**src/rtl/can_ctl_pkg.sv**
```systemverilog
package can_ctl_pkg;
	// protocol capability figures
	localparam int MAX_PAYLOAD_BYTES = 8;
	localparam int RX_BUFFER_COUNT   = 5;
	localparam int TX_BUFFER_COUNT   = 3;
	// clock and bit timing
	localparam int CLK_PERIOD_NS  = 10;
	localparam int MIN_BIT_NS     = 1000;
	localparam int MIN_BIT_CYC    = (MIN_BIT_NS + CLK_PERIOD_NS - 1) / CLK_PERIOD_NS;
	localparam int WAKE_FILTER_NS = 500;
	localparam int WAKE_FILTER_CYC = (WAKE_FILTER_NS + CLK_PERIOD_NS - 1) / CLK_PERIOD_NS;
	localparam int IDLE_RUN_BITS  = 11;
	localparam int BUS_OFF_RUNS   = 128;
	// register byte offsets
	localparam logic [7:0] ADDR_CONTROL_ZERO = 8'h00;
	localparam logic [7:0] ADDR_MODE_CONFIG  = 8'h04;
	localparam logic [7:0] ADDR_BIT_PERIOD   = 8'h08;
	localparam logic [7:0] ADDR_ERROR_STATUS = 8'h0C;
	localparam logic [7:0] ADDR_TIMER        = 8'h10;
	// control_zero bit positions
	localparam int BIT_RX_FRAME  = 7;
	localparam int BIT_RX_ACTIVE = 6;
	localparam int BIT_STOP_WAIT = 5;
	localparam int BIT_SYNCED    = 4;
	localparam int BIT_TIMER_EN  = 3;
	localparam int BIT_WAKEUP_EN = 2;
	localparam int BIT_SLEEP_REQ = 1;
	localparam int BIT_INIT_REQ  = 0;
	localparam logic [7:0] CONTROL_ZERO_RESET = 8'h01;
	// mode_config bit positions
	localparam int BIT_INIT_ACK    = 0;
	localparam int BIT_SLEEP_ACK   = 1;
	localparam int BIT_LOOPBACK    = 2;
	localparam int BIT_LISTEN_ONLY = 3;
	localparam int BIT_CLOCK_SRC   = 4;
	localparam int BIT_FILTER_LO   = 5;
	localparam int BIT_WAKE_FLAG   = 7;
	localparam int ERR_CHANGE_LO   = 4;
	localparam logic [15:0] BIT_PERIOD_RESET = 16'h0064;
	// time stamp lands in the two top bytes of the active buffer
	localparam logic [7:0] STAMP_HIGH_BYTE = 8'h0E;
	localparam logic [7:0] STAMP_LOW_BYTE  = 8'h0F;
	// bus pin levels
	localparam logic LEVEL_DOMINANT  = 1'b0;
	localparam logic LEVEL_RECESSIVE = 1'b1;

	typedef enum logic [1:0] {
		FILTER_2X32 = 2'h0,
		FILTER_4X16 = 2'h1,
		FILTER_8X8  = 2'h2,
		FILTER_OFF  = 2'h3
	} filter_mode_type;

	typedef struct packed {
		logic        cyc;
		logic        stb;
		logic        we;
		logic [7:0]  adr;
		logic [3:0]  sel;
		logic [31:0] dat;
	} wb_req_type;

	typedef struct packed {
		logic       frameValid;
		logic       frameAcked;
		logic       rxActive;
		logic       txBit;
		logic       txPending;
		logic       busOff;
		logic [1:0] rxErrState;
		logic [1:0] txErrState;
	} engine_status_type;

	typedef struct packed {
		logic            initMode;
		logic            sleepMode;
		logic            synced;
		logic            loopback;
		logic            listenOnly;
		logic            clockSource;
		filter_mode_type filterMode;
		logic            rxBit;
		logic            bitTick;
	} engine_ctrl_type;
endpackage : can_ctl_pkg

```
**src/rtl/can_controller_control_status.sv**
```systemverilog
`timescale 1ns/10ps
`default_nettype none
// Overview of operation
// - transmit pin low dominant, high recessive
// - standard, extended, remote frames, up to eight bytes
// - programmable bit rate, at most 1 Mbps
// - five receive buffers as a FIFO
// - three transmit buffers, local priority choice
// - filters as 2x32, 4x16 or 8x8 bits
// - software picks bus or oscillator clock
// - loopback self test and listen-only modes
// - flag every receive/transmit error state change
// - enabled bus-activity wakeup with glitch filter
// - init mode holds the stop, timer and frame bits of control_zero at reset values
// - writes outside init; status bits read-only
// - frame flag hardware set, write one clears
// - receiver active shows ongoing reception
// - stop bus interface clocks in wait
// - synced flag while able to communicate
// - 16-bit bit-rate timer, zeroed when disabled
// - time stamp stored on acknowledge
// - wakeup enable set before sleep request
// - init request aborts, acknowledged, then clearable
// - sleep only when idle, acknowledged by flag; while seeking sync only a pending transmit is checked
// - resync after 11 recessive, 128 in bus-off
module can_controller_control_status
	import can_ctl_pkg::*;
#(
	parameter int RX_BUFFERS = RX_BUFFER_COUNT, // receive queue depth for the store
	parameter int TX_BUFFERS = TX_BUFFER_COUNT  // transmit slots for the store
) (
	input  wire logic                     ref_clk,
	input  wire logic                     rst,
	input  wire can_ctl_pkg::wb_req_type  wbReq,
	output logic                          wbAck,
	output logic [31:0]                   wbDat,
	input  wire logic                     busReceivePin,
	output logic                          busTransmitPin,
	input  wire can_ctl_pkg::engine_status_type engineStatus,
	output can_ctl_pkg::engine_ctrl_type  engineCtrl,
	input  wire logic                     waitMode,
	output logic                          busIfClockRun,
	output logic                          stampWrite,
	output logic [15:0]                   stampValue,
	output logic [7:0]                    stampHighByte,
	output logic [7:0]                    stampLowByte
);
	import can_ctl_pkg::*;

	typedef enum logic [3:0] {
		ST_INIT  = 4'b0001,
		ST_SEEK  = 4'b0010,
		ST_RUN   = 4'b0100,
		ST_SLEEP = 4'b1000
	} mode_state_type;

	mode_state_type state;          // protocol mode
	mode_state_type next_state;     // mode for the next cycle
	logic [7:0]     controlZero;    // stored bits of control_zero
	logic           loopback;       // internal self test
	logic           listenOnly;     // monitor only, never drives
	logic           clockSource;    // 1 selects oscillator clock
	logic [1:0]     filterMode;     // acceptance filter layout
	logic           wakeFlag;       // traffic woke the block
	logic [15:0]    bitPeriod;      // cycles of ref_clk per bit
	logic [15:0]    bitCount;       // position inside a bit
	logic           bitTick;        // one pulse per bit time
	logic [15:0]    timer;          // time stamp timer
	logic [7:0]     runsSeen;       // idle runs since seeking
	logic [3:0]     errPrev;        // last error states seen
	logic [3:0]     errChanged;     // sticky change flags
	logic           rxBit;          // synchronised receive level
	logic           wakeDominant;   // filtered bus traffic
	logic           idleRun;        // eleven recessive bits seen
	logic           busRequest;     // a bus cycle is open
	logic           commit;         // write takes effect this edge
	logic [31:0]    readWord;       // read data to be registered
	logic           initAck;        // init mode entered
	logic           sleepAck;       // sleep mode entered
	logic           inInit;         // request and ack both high
	logic           outOfInit;      // request and ack both low
	logic [15:0]    periodUsed;     // period after the rate clamp
	logic           initHold;       // init entered now or already active
	logic [3:0]     errNow;         // error states this cycle

	// true when the bus writes the low byte at the given offset
	function automatic logic lowByteWrite(input logic [7:0] offset);
		lowByteWrite = commit && wbReq.we && wbReq.sel[0] && wbReq.adr == offset;
	endfunction : lowByteWrite

	assign initAck    = (state == ST_INIT);
	assign sleepAck   = (state == ST_SLEEP);
	assign inInit     = controlZero[BIT_INIT_REQ] && initAck;
	assign outOfInit  = !controlZero[BIT_INIT_REQ] && !initAck;
	// cleared on the entry edge, so the first init cycle already reads reset values
	assign initHold   = controlZero[BIT_INIT_REQ] && (next_state == ST_INIT);
	assign errNow     = {engineStatus.txErrState, engineStatus.rxErrState};
	assign busRequest = wbReq.cyc && wbReq.stb;
	assign commit     = busRequest && wbAck;

	// receive front end: synchroniser, wake filter, idle run detector
	can_rx_front u_rx_front (
		.ref_clk      (ref_clk),
		.rst          (rst),
		.rxPin        (busReceivePin),
		.bitTick      (bitTick),
		.rxBit        (rxBit),
		.wakeDominant (wakeDominant),
		.idleRun      (idleRun)
	);

	// wishbone answer: one wait cycle, ack dropped the cycle after it
	always_ff @(posedge ref_clk or posedge rst) begin
		if (rst) begin
			wbAck <= 1'b0;
			wbDat <= 32'h0000_0000;
		end else begin
			wbAck <= busRequest && !wbAck;
			if (busRequest && !wbAck) begin
				wbDat <= readWord;
			end
		end
	end

	// read mux; unmapped offsets read as zero and ignore writes
	always_comb begin
		readWord = 32'h0000_0000;
		case (wbReq.adr)
			ADDR_CONTROL_ZERO: begin
				readWord[7:0]              = controlZero;
				readWord[BIT_RX_ACTIVE]    = engineStatus.rxActive;
				readWord[BIT_SYNCED]       = (state == ST_RUN);
			end
			ADDR_MODE_CONFIG: begin
				readWord[BIT_INIT_ACK]     = initAck;
				readWord[BIT_SLEEP_ACK]    = sleepAck;
				readWord[BIT_LOOPBACK]     = loopback;
				readWord[BIT_LISTEN_ONLY]  = listenOnly;
				readWord[BIT_CLOCK_SRC]    = clockSource;
				readWord[BIT_FILTER_LO+:2] = filterMode;
				readWord[BIT_WAKE_FLAG]    = wakeFlag;
			end
			ADDR_BIT_PERIOD: begin
				readWord[15:0] = bitPeriod;
			end
			ADDR_ERROR_STATUS: begin
				readWord[3:0]                = errPrev;
				readWord[ERR_CHANGE_LO+:4]   = errChanged;
			end
			ADDR_TIMER: begin
				readWord[15:0] = timer;
			end
			default: begin
				readWord = 32'h0000_0000;
			end
		endcase
	end

	// mode machine: init, seeking sync, running, sleeping
	always_comb begin
		next_state = state;
		case (state)
			ST_INIT: begin
				if (!controlZero[BIT_INIT_REQ]) begin
					next_state = ST_SEEK;
				end
			end
			ST_SEEK: begin
				if (controlZero[BIT_INIT_REQ]) begin
					next_state = ST_INIT;
				end else if (controlZero[BIT_SLEEP_REQ] && !engineStatus.txPending) begin
					next_state = ST_SLEEP;
				end else if (idleRun && (!engineStatus.busOff ||
						runsSeen == 8'(BUS_OFF_RUNS - 1))) begin
					next_state = ST_RUN;
				end
			end
			ST_RUN: begin
				if (controlZero[BIT_INIT_REQ]) begin
					next_state = ST_INIT;
				end else if (controlZero[BIT_SLEEP_REQ] && !engineStatus.rxActive &&
						!engineStatus.txPending) begin
					next_state = ST_SLEEP;
				end
			end
			ST_SLEEP: begin
				if (controlZero[BIT_INIT_REQ]) begin
					next_state = ST_INIT;
				end else if (!controlZero[BIT_SLEEP_REQ]) begin
					next_state = ST_SEEK; // sync is rebuilt after sleep
				end
			end
			default: begin
				next_state = ST_INIT;
			end
		endcase
	end

	// the block comes out of reset in init mode, like a cold start
	always_ff @(posedge ref_clk or posedge rst) begin
		if (rst) begin
			state <= ST_INIT;
		end else begin
			state <= next_state;
		end
	end

	// idle runs counted while seeking; bus-off needs many of them
	always_ff @(posedge ref_clk or posedge rst) begin
		if (rst) begin
			runsSeen <= 8'h00;
		end else if (state != ST_SEEK) begin
			runsSeen <= 8'h00;
		end else if (idleRun) begin
			runsSeen <= runsSeen + 8'h01;
		end
	end

	// request bits: init and sleep can only be withdrawn once acked
	always_ff @(posedge ref_clk or posedge rst) begin
		if (rst) begin
			controlZero[BIT_INIT_REQ]  <= CONTROL_ZERO_RESET[BIT_INIT_REQ];
			controlZero[BIT_SLEEP_REQ] <= CONTROL_ZERO_RESET[BIT_SLEEP_REQ];
			controlZero[BIT_WAKEUP_EN] <= CONTROL_ZERO_RESET[BIT_WAKEUP_EN];
		end else begin
			if (lowByteWrite(ADDR_CONTROL_ZERO)) begin
				// writable in every mode
				controlZero[BIT_WAKEUP_EN] <= wbReq.dat[BIT_WAKEUP_EN];
				if (wbReq.dat[BIT_INIT_REQ]) begin
					controlZero[BIT_INIT_REQ] <= 1'b1;
				end else if (initAck) begin
					controlZero[BIT_INIT_REQ] <= 1'b0;
				end
			end
			if (sleepAck && controlZero[BIT_WAKEUP_EN] && wakeDominant) begin
				// traffic wins over any write in the same cycle
				controlZero[BIT_SLEEP_REQ] <= 1'b0;
			end else if (lowByteWrite(ADDR_CONTROL_ZERO)) begin
				if (wbReq.dat[BIT_SLEEP_REQ] && !wakeFlag) begin
					controlZero[BIT_SLEEP_REQ] <= 1'b1;
				end else if (!wbReq.dat[BIT_SLEEP_REQ] && sleepAck) begin
					controlZero[BIT_SLEEP_REQ] <= 1'b0;
				end
			end
		end
	end

	// ordinary bits: held at reset value in init, written only outside it
	always_ff @(posedge ref_clk or posedge rst) begin
		if (rst) begin
			controlZero[BIT_STOP_WAIT] <= CONTROL_ZERO_RESET[BIT_STOP_WAIT];
			controlZero[BIT_TIMER_EN]  <= CONTROL_ZERO_RESET[BIT_TIMER_EN];
		end else if (initHold) begin
			controlZero[BIT_STOP_WAIT] <= CONTROL_ZERO_RESET[BIT_STOP_WAIT];
			controlZero[BIT_TIMER_EN]  <= CONTROL_ZERO_RESET[BIT_TIMER_EN];
		end else if (outOfInit && lowByteWrite(ADDR_CONTROL_ZERO)) begin
			controlZero[BIT_STOP_WAIT] <= wbReq.dat[BIT_STOP_WAIT];
			controlZero[BIT_TIMER_EN]  <= wbReq.dat[BIT_TIMER_EN];
		end
	end

	// received-frame flag: hardware sets, write one clears, set wins
	always_ff @(posedge ref_clk or posedge rst) begin
		if (rst) begin
			controlZero[BIT_RX_FRAME] <= CONTROL_ZERO_RESET[BIT_RX_FRAME];
		end else if (initHold) begin
			controlZero[BIT_RX_FRAME] <= CONTROL_ZERO_RESET[BIT_RX_FRAME];
		end else if (engineStatus.frameValid) begin
			// any frame format and length counts
			controlZero[BIT_RX_FRAME] <= 1'b1;
		end else if (outOfInit && lowByteWrite(ADDR_CONTROL_ZERO) &&
				wbReq.dat[BIT_RX_FRAME]) begin
			controlZero[BIT_RX_FRAME] <= 1'b0;
		end
	end

	// live status bits are never stored; the read mux shows them
	always_ff @(posedge ref_clk or posedge rst) begin
		if (rst) begin
			controlZero[BIT_RX_ACTIVE] <= 1'b0;
			controlZero[BIT_SYNCED]    <= 1'b0;
		end else begin
			controlZero[BIT_RX_ACTIVE] <= 1'b0;
			controlZero[BIT_SYNCED]    <= 1'b0;
		end
	end

	// wake flag: set by filtered traffic in sleep, write one clears
	always_ff @(posedge ref_clk or posedge rst) begin
		if (rst) begin
			wakeFlag <= 1'b0;
		end else if (sleepAck && controlZero[BIT_WAKEUP_EN] && wakeDominant) begin
			wakeFlag <= 1'b1;
		end else if (lowByteWrite(ADDR_MODE_CONFIG) && wbReq.dat[BIT_WAKE_FLAG]) begin
			wakeFlag <= 1'b0;
		end
	end

	// mode configuration is only accepted in init mode
	always_ff @(posedge ref_clk or posedge rst) begin
		if (rst) begin
			loopback    <= 1'b0;
			listenOnly  <= 1'b0;
			clockSource <= 1'b0;
			filterMode  <= FILTER_2X32;
			bitPeriod   <= BIT_PERIOD_RESET;
		end else if (inInit) begin
			if (lowByteWrite(ADDR_MODE_CONFIG)) begin
				loopback    <= wbReq.dat[BIT_LOOPBACK];
				listenOnly  <= wbReq.dat[BIT_LISTEN_ONLY];
				clockSource <= wbReq.dat[BIT_CLOCK_SRC];
				filterMode  <= wbReq.dat[BIT_FILTER_LO+:2];
			end
			if (lowByteWrite(ADDR_BIT_PERIOD) && wbReq.sel[1]) begin
				bitPeriod <= wbReq.dat[15:0];
			end
		end
	end

	// periods shorter than the top rate are stretched to it
	assign periodUsed = (bitPeriod < 16'(MIN_BIT_CYC)) ? 16'(MIN_BIT_CYC) : bitPeriod;

	// bit clock divider; stopped in init so the timer cannot advance
	always_ff @(posedge ref_clk or posedge rst) begin
		if (rst) begin
			bitCount <= 16'h0000;
			bitTick  <= 1'b0;
		end else if (initAck) begin
			bitCount <= 16'h0000;
			bitTick  <= 1'b0;
		end else if (bitCount >= periodUsed - 16'h0001) begin
			bitCount <= 16'h0000;
			bitTick  <= 1'b1;
		end else begin
			bitCount <= bitCount + 16'h0001;
			bitTick  <= 1'b0;
		end
	end

	// free running stamp timer, zero whenever disabled
	always_ff @(posedge ref_clk or posedge rst) begin
		if (rst) begin
			timer <= 16'h0000;
		end else if (!controlZero[BIT_TIMER_EN]) begin
			timer <= 16'h0000;
		end else if (bitTick) begin
			timer <= timer + 16'h0001;
		end
	end

	// time stamp handed to the buffer store once a frame is acknowledged
	always_ff @(posedge ref_clk or posedge rst) begin
		if (rst) begin
			stampWrite <= 1'b0;
			stampValue <= 16'h0000;
		end else begin
			stampWrite <= engineStatus.frameAcked && controlZero[BIT_TIMER_EN];
			if (engineStatus.frameAcked) begin
				stampValue <= timer;
			end
		end
	end

	assign stampHighByte = STAMP_HIGH_BYTE;
	assign stampLowByte  = STAMP_LOW_BYTE;

	// error state changes are kept until software writes one to clear
	always_ff @(posedge ref_clk or posedge rst) begin
		if (rst) begin
			errPrev    <= 4'h0;
			errChanged <= 4'h0;
		end else begin
			errPrev <= errNow;
			for (int i = 0; i < 4; i++) begin
				if (errPrev[i] != errNow[i]) begin
					errChanged[i] <= 1'b1;
				end else if (lowByteWrite(ADDR_ERROR_STATUS) &&
						wbReq.dat[ERR_CHANGE_LO + i]) begin
					errChanged[i] <= 1'b0;
				end
			end
		end
	end

	// transmit pin: the engine's bit, or recessive whenever it must not drive
	always_ff @(posedge ref_clk or posedge rst) begin
		if (rst) begin
			busTransmitPin <= LEVEL_RECESSIVE;
		end else if (controlZero[BIT_INIT_REQ] || sleepAck || loopback || listenOnly ||
				(waitMode && controlZero[BIT_STOP_WAIT])) begin
			busTransmitPin <= LEVEL_RECESSIVE;
		end else begin
			busTransmitPin <= engineStatus.txBit;
		end
	end

	// wait-mode gating of the processor-side clocks
	assign busIfClockRun = !(waitMode && controlZero[BIT_STOP_WAIT]);

	// control bundle for the protocol engine, buffers and filters
	always_comb begin
		engineCtrl             = '0;
		engineCtrl.initMode    = initAck;
		engineCtrl.sleepMode   = sleepAck;
		engineCtrl.synced      = (state == ST_RUN);
		engineCtrl.loopback    = loopback;
		engineCtrl.listenOnly  = listenOnly;
		engineCtrl.clockSource = clockSource;
		engineCtrl.filterMode  = filter_mode_type'(filterMode);
		// loopback feeds the engine its own bit instead of the pin
		engineCtrl.rxBit       = loopback ? engineStatus.txBit : rxBit;
		engineCtrl.bitTick     = bitTick;
	end
endmodule : can_controller_control_status
`default_nettype wire

```
**src/rtl/can_rx_front.sv**
```systemverilog
`timescale 1ns/10ps
`default_nettype none
module can_rx_front
	import can_ctl_pkg::*;
#(
	parameter int FILTER_CYC = WAKE_FILTER_CYC,
	parameter int RUN_BITS   = IDLE_RUN_BITS
) (
	input  wire logic ref_clk,
	input  wire logic rst,
	input  wire logic rxPin,
	input  wire logic bitTick,
	output logic      rxBit,
	output logic      wakeDominant,
	output logic      idleRun
);
	logic       syncFirst;   // first stage, read only by syncSecond
	logic       syncSecond;  // safe copy of the pin
	logic [7:0] lowCount;    // dominant run length for the wake filter
	logic [3:0] runCount;    // consecutive recessive bit samples

	// two-stage synchroniser; the pin is asynchronous to ref_clk
	always_ff @(posedge ref_clk or posedge rst) begin
		if (rst) begin
			syncFirst  <= LEVEL_RECESSIVE;
			syncSecond <= LEVEL_RECESSIVE;
		end else begin
			syncFirst  <= rxPin;
			syncSecond <= syncFirst;
		end
	end

	assign rxBit = syncSecond;

	// low-pass: only a dominant level held long enough counts as traffic
	always_ff @(posedge ref_clk or posedge rst) begin
		if (rst) begin
			lowCount     <= 8'h00;
			wakeDominant <= 1'b0;
		end else if (syncSecond == LEVEL_RECESSIVE) begin
			lowCount     <= 8'h00;
			wakeDominant <= 1'b0;
		end else if (lowCount == 8'(FILTER_CYC - 1)) begin
			wakeDominant <= 1'b1;
		end else begin
			lowCount <= lowCount + 8'h01;
		end
	end

	// count recessive bit samples; a dominant bit restarts the run
	always_ff @(posedge ref_clk or posedge rst) begin
		if (rst) begin
			runCount <= 4'h0;
			idleRun  <= 1'b0;
		end else begin
			idleRun <= 1'b0;
			if (bitTick) begin
				if (syncSecond == LEVEL_DOMINANT) begin
					runCount <= 4'h0;
				end else if (runCount == 4'(RUN_BITS - 1)) begin
					runCount <= 4'h0;
					idleRun  <= 1'b1;
				end else begin
					runCount <= runCount + 4'h1;
				end
			end
		end
	end
endmodule : can_rx_front
`default_nettype wire
```
**config.mk**
```make
export PLATFORM = sky130hd
export DESIGN_NAME = can_controller_control_status
export DESIGN_NICKNAME = d
export VERILOG_FILES = /design/src/rtl/can_ctl_pkg.sv /design/src/rtl/can_controller_control_status.sv /design/src/rtl/can_rx_front.sv
export SDC_FILE = /design/constraint.sdc
export NUM_CORES = 1
export LEC_CHECK = 0
export BUFFER_PORTS_ARGS = -buffer_cell sky130_fd_sc_hd__buf_2
export CAP_MARGIN = 40
export CORE_MARGIN = 8
export CORE_UTILIZATION = 32
export CTS_BUF_LIST = sky130_fd_sc_hd__clkbuf_4 sky130_fd_sc_hd__clkbuf_8
export CTS_CLUSTER_DIAMETER = 200
export DETAILED_ROUTE_END_ITERATION = 6
export SKIP_CTS_REPAIR_TIMING = 1
export SYNTH_ARGS = -nofsm -noshare
export SYNTH_HDL_FRONTEND = slang
export SYNTH_SLANG_ARGS = --single-unit
export TNS_END_PERCENT = 10
```
**constraint.sdc**
```tcl
create_clock -name ref_clk -period 9.2 [get_ports ref_clk]
set_input_delay 0.46 -clock ref_clk [delete_from_list [all_inputs] [get_ports ref_clk]]
set_output_delay 0.46 -clock ref_clk [all_outputs]
set_load 0.01 [all_outputs]
```
; ---- Yosys cells after proc, flatten, opt, wreduce, memory -nomap -nowiden
; Cells that the tools add are included.
[word_totals]
register_bits = 132
latchBits = 0
ramBits = 0
romBits = 0
inputBits = 61
out_inout_bits = 78
wordCells = 175
mem_count = 0
[op_classes]
add_sub_neg = 6
n_mul = 0
n_div = 0
magnitude_cmp = 2
eq_ne = 19
shift = 0
muxes = 54
bitwise_logic = 0
n_reduce_logical = 61
[op_table]
columns = operator, n
row1 = two-way mux 16 bit, 5
row2 = two-way mux 4 bit, 10
row3 = one-hot mux 8 bit (5 select lines), 1
row4 = adder 16 x 1 -> 16 bit (second input constant), 2
row5 = two-way mux 1 bit, 32
row6 = two-way mux 8 bit, 4
row7 = logical AND 1 bit, 30
row8 = nonzero test 2 bit, 10
row9 = adder 8 x 1 -> 8 bit (second input constant), 2
row10 = == test 8 x 4 -> 1 bit (second input constant), 2
row11 = greater-or-equal comparator 16 bit, 1
row12 = < comparator 16 x 7 -> 1 bit (second input constant), 1
row13 = one-hot mux 4 bit (4 select lines), 1
row14 = one-hot mux 8 bit (2 select lines), 1
row15 = subtractor 16 x 1 -> 16 bit (second input constant), 1
row16 = logical NOT 1 bit, 9
row17 = == test 4 x 1 -> 1 bit (second input constant), 2
row18 = == test 4 bit (second input constant), 2
row19 = == test 8 x 3 -> 1 bit (second input constant), 1
row20 = == test 8 x 5 -> 1 bit (second input constant), 1
row21 = == test 8 x 6 -> 1 bit (second input constant), 1
row22 = == test 8 x 7 -> 1 bit (second input constant), 1
row23 = logical NOT 8 bit, 1
row24 = AND reduction 2 bit, 4
row25 = 8 further kinds, 17

; ---- Logic depth before layout (Yosys ltp)
[logic_depth]
depth_word = 10
depth_mapped = 16
ltp_nobuf = 15

; ---- Cells and area by module
; Synthesis repeated with hierarchy kept, for this count alone.
[unflattened]
cells_unflattened = 667
area_unflattened_um2 = 7091.8
[modules_own_cells]
columns = mod, instances, cells_per_inst, area_each_um2, seq_area_each_um2
row1 = can_controller_control_status, 1, 589, 6312.3, 2910.3
row2 = can_rx_front, 1, 78, 779.5, 402.9

; ---- Least setup slack after synthesis
; OpenSTA, ideal clock, no wires.
[synth_timing]
path_kind = flip-flop to flip-flop
from = reg bitPeriod[11]
to = reg bitCount[10]
setup_ns = 0.121
t_arrival_ns = 3.216
required_time_ns = 9.079
slack_ns = 5.862
path_stages_with_launch = 17
n_path_buf = 1
period_less_slack_ns = 3.338
path_cell_list = dfrtp_1 > nor4_1 > nand2_1 > nor3_1 > nand2_1 > nand2_1 > ha_1 > and4b_1 > nand2_1 > xor2_1 > ha_1 > o21ai_0 > o21bai_1 > nor3_1 > a21oi_2 > buf_2 > nor2_1
[synth_via]
elab_chain_cells = 6
[synth_lines]
columns = element, line
row1 = start: declaration, can_controller_control_status.sv:65  ; logic [15:0] bitPeriod;
row2 = start signal: assignment, can_controller_control_status.sv:315  ; bitPeriod <= wbReq.dat[15:0];
row3 = < comparator 16 x 7 -> 1 bit, can_controller_control_status.sv:321  ; assign periodUsed = (bitPeriod < 16'(MIN_BIT_CYC)) ? 16'(MIN_BIT_CYC) : bitPeriod;
row4 = two-way mux 16 bit (*), can_controller_control_status.sv:321
row5 = subtractor 16 x 1 -> 16 bit (*), can_controller_control_status.sv:331  ; end else if (bitCount >= periodUsed - 16'h0001) begin
row6 = greater-or-equal comparator 16 bit (*), can_controller_control_status.sv:331
row7 = two-way mux 16 bit (*), can_controller_control_status.sv:331
row8 = two-way mux 16 bit (*), can_controller_control_status.sv:328  ; end else if (initAck) begin
row9 = end signal: assignment, can_controller_control_status.sv:335  ; bitCount <= bitCount + 16'h0001;
row10 = end: declaration, can_controller_control_status.sv:66  ; logic [15:0] bitCount;
; Every way passes the cells marked *; elsewhere a longest branch is shown, timed or not.
; A chain may end at the register's enable or synchronous reset.

; ---- Worst setup path in the final report
[layout_timing]
from = reg bitPeriod[11]
to = reg bitCount[14]
; Same word-level chain as after synthesis.

==> flow_metrics.env <==
export IMPL_cts_path_max_buffers=2
export IMPL_final_common_cell="dfrtp_1"
export IMPL_path_depth=15
export IMPL_relSlewSlack_pct=41.9
export IMPL_yosys_area_top_type="dfrtp_1"
export IMPL_clkSinkCount=132
export IMPL_synth_ff_type="dfrtp_1"
export IMPL_grt_pass1_vias=4943
export IMPL_synth_edf_count=0
export IMPL_cpMostUsedCell="nand2_1"
export IMPL_drc=0
export IMPL_final_cell_mix="dfrtp_1, buf_2, nor2_1, nand2_1, mux2_2"
export IMPL_place_hpwl_um=12500
export IMPL_cts_max_level=4
export IMPL_finClkSkew_ps=13.3
export IMPL_cap_violations=0
export IMPL_cp_num_buf_inv=0
export IMPL_start_kind="flip-flop"
export IMPL_swShare_pct=27.0
export IMPL_grt_overflow=0
export IMPL_antenna_found_initial=1
export IMPL_totalWireLength_um=16600
export IMPL_critPathCaptureType="flip-flop"
export IMPL_pre_cts_ws_ps=5080
export IMPL_ant_nets=0
export IMPL_num_rows=54
export IMPL_grt_pass1_wl_um=26300
export IMPL_hp_class="input pin to async pin"
export IMPL_final_area_um2=7980
export IMPL_yosysTopAreaCellShare_pct=44.3
export IMPL_initial_core_util_pct=32.4
export IMPL_async_flop_share_pct=100
export IMPL_tightest_slew_ps=869
export IMPL_io_buffers=88
export IMPL_drt_iter0_markers=302
export IMPL_die_area_um2=26900
export IMPL_clk_latency_ps=450
export IMPL_final_hold_viol_count=0
export IMPL_maxClockFrequency_ghz=0.239
export IMPL_seq_power_share_pct=48.7
export IMPL_worst_ep_arrival_time_ps=4480
export IMPL_path_class="flip-flop to flip-flop"
export IMPL_internal_power_w=0.000924
export IMPL_crit_chain="nor4_1 -> nand2_1 -> nor3_1 -> nand2_1 -> nand2_1 -> ha_1 -> and4b_1 -> nand2_1 -> xor2_1 -> ha_1 -> o21ai_0 -> o21bai_1 -> nor3_1 -> a21oi_2 -> nor2_1"
export IMPL_period_minus_slack_ps=4180
export IMPL_diodes=0
export IMPL_cp_max_fo=16
export IMPL_cts_buffers=17
export IMPL_comb_power_share_pct=10.8
export IMPL_final_setup_viol_count=0
export IMPL_rsz0062_at_grt="false"
export IMPL_drt_pre_antenna_iters=5
export IMPL_synth_seq_cells=132
export IMPL_p_clk_share_pct=40.5
export IMPL_vias=5073
export IMPL_worstPathRequired_ps=9490
export IMPL_yosysUniqueCellTypes=62
export IMPL_die_w_um=164
export IMPL_fin_setup_tns_ps=0
export IMPL_finalNetCount=849
export IMPL_grt_max_degree=55
export IMPL_yosysWarnings=0
export IMPL_grtUsageTotal_pct=12.5
export IMPL_utilization_pct=36.9
export IMPL_root_buffer="clkbuf_8"
export IMPL_power_density_nw_per_um2=159
export IMPL_syn_area_per_cell_um2=10.3
export IMPL_gp_congestion=0.761
export IMPL_path_clk_slew_ps=80
export IMPL_die_height_um=164
export IMPL_status="completed"
export IMPL_via_per_inst=4.80
export IMPL_power_switching_w=0.000342
export IMPL_num_io_pins=139
export IMPL_leakage_nw=3.79
export IMPL_synthCells=680
export IMPL_final_max_slew_viol_count=0
export IMPL_ys_seq_area_share_pct=47.4
export IMPL_syn2layout_area_growth_pct=14.1
export IMPL_synth_area_leaders="dfrtp_1, mux2_2, nor2_1"
export IMPL_cp_slowest_cell="a21oi_2"
export IMPL_crit_family="simple AND/OR/NAND/NOR gates"
export IMPL_max_stage_delay_ps=570
export IMPL_cts_tree="done"
export IMPL_rr_worst_depth=15
export IMPL_finalCritPeriodShare_pct=45.5
export IMPL_dpl_cell_area_um2=7570
export IMPL_synth_area_um2=7000
export IMPL_wl_per_cell_um=15.7
export IMPL_setup_slack_ps=5020
export IMPL_core_area_um2=21600
export IMPL_ir_drop_mv=0.0932
export IMPL_drive_gt1_share_pct=24.3
power groups by stage:
stage	logic (W)	registers, W	clock network (W)
6_report	0.000137	0.000617	0.000512
5_1_grt	0.000156	0.000621	0.000552
4_1_cts	0.000141	0.000617	0.000529
3_5_place_dp	0.000140	0.000628	0
3_3_place_gp	0.000137	0.000627	0
2_1_floorplan	0.000109	0.000623	0
stage by stage:
stage | cells | hold WS [ps] | total power [W]
after floorplan | 710 | 345 | 0.000732
after global placement | 1024 | 347 | 0.000764
after detailed placement | 1025 | 347 | 0.000769
after CTS | 1057 | 68.8 | 0.00129
after global routing | 1057 | 67.0 | 0.00133
final | 1057 | 100 | 0.00127
sequential cells by signal (all words and copies together) (netlist names), 2 cells and up:
| register | cells |
|---|---|
| bitCount | 16 |
| bitPeriod | 16 |
| stampValue | 16 |
| timer | 16 |
| wbDat | 16 |
| runsSeen | 8 |
| u_rx_front.lowCount | 8 |
| controlZero | 6 |
| errChanged | 4 |
| errPrev | 4 |
| state | 4 |
| u_rx_front.runCount | 4 |
| filterMode | 2 |
cell usage after synthesis (8+ instances only):
library cell,count
a21oi_1,20
a222oi_1,8
buf_4,38
clkbuf_1,11
dfrtp_1,124
dfstp_2,8
ha_1,24
inv_1,27
mux2_2,39
mux2i_1,15
nand2_1,53
nand3_1,22
nand4_1,12
nor2_1,82
nor3_1,16
o21ai_0,25
xnor2_1,28
xor2_1,27
final timing paths:
kind / to / slack [ps] / startpoint
setup / recovery: bitCount[14] / 5020 / bitPeriod[11]
hold / removal: stampValue[0] / 100 / rst
setup reg to reg: bitCount[14] / 5020 / bitPeriod[11]
hold reg to reg: u_rx_front.rxBit / 350 / u_rx_front.syncFirst
max in group asynchronous: controlZero[0] / 7820 / rst
min in group ref_clk: u_rx_front.syncFirst / 110 / busReceivePin
cell type report:
| class | count | area, um^2 |
|---|---|---|
| clock inverter | 12 | 155 |
| clock buffer | 20 | 256 |
| multi-input combinational | 494 | 3320 |
| tap | 280 | 350 |
| inverter | 27 | 104 |
| fill | 2179 | 13600 |
| timing repair buffer | 92 | 483 |
| sequential | 132 | 3310 |
cell families (layout without fill, tap and decap cells):
logic type	count (synthesis)	count (layout)	share of synthesized area [%]
buffers and inverters	84	151	6.78
adder cells (fa/ha/maj)	24	24	4.29
flip-flops	132	132	47.4
AND/OR/NAND/NOR	240	240	17.6
other	2	32	0.107
XOR/XNOR	55	55	6.88
AO/OA/AOI/OAI	88	88	8.23
multiplexers	55	55	8.74
per-layer routing:
| metal | wire, um | up-vias | GRT usage [%] | part of all wire, % |
|---|---|---|---|---|
| met2 | 7480 | 121 | 18.5 | 45 |
| met3 | 1030 | 15 | 3.63 | 6.2 |
| met5 | 13 | - | 0 | 0.078 |
| met1 | 7850 | 2463 | 17.2 | 47 |
| met4 | 227 | 2 | 3.84 | 1.4 |
| li1 | - | 2472 | - | - |
Power figures use the tool's default switching activity.
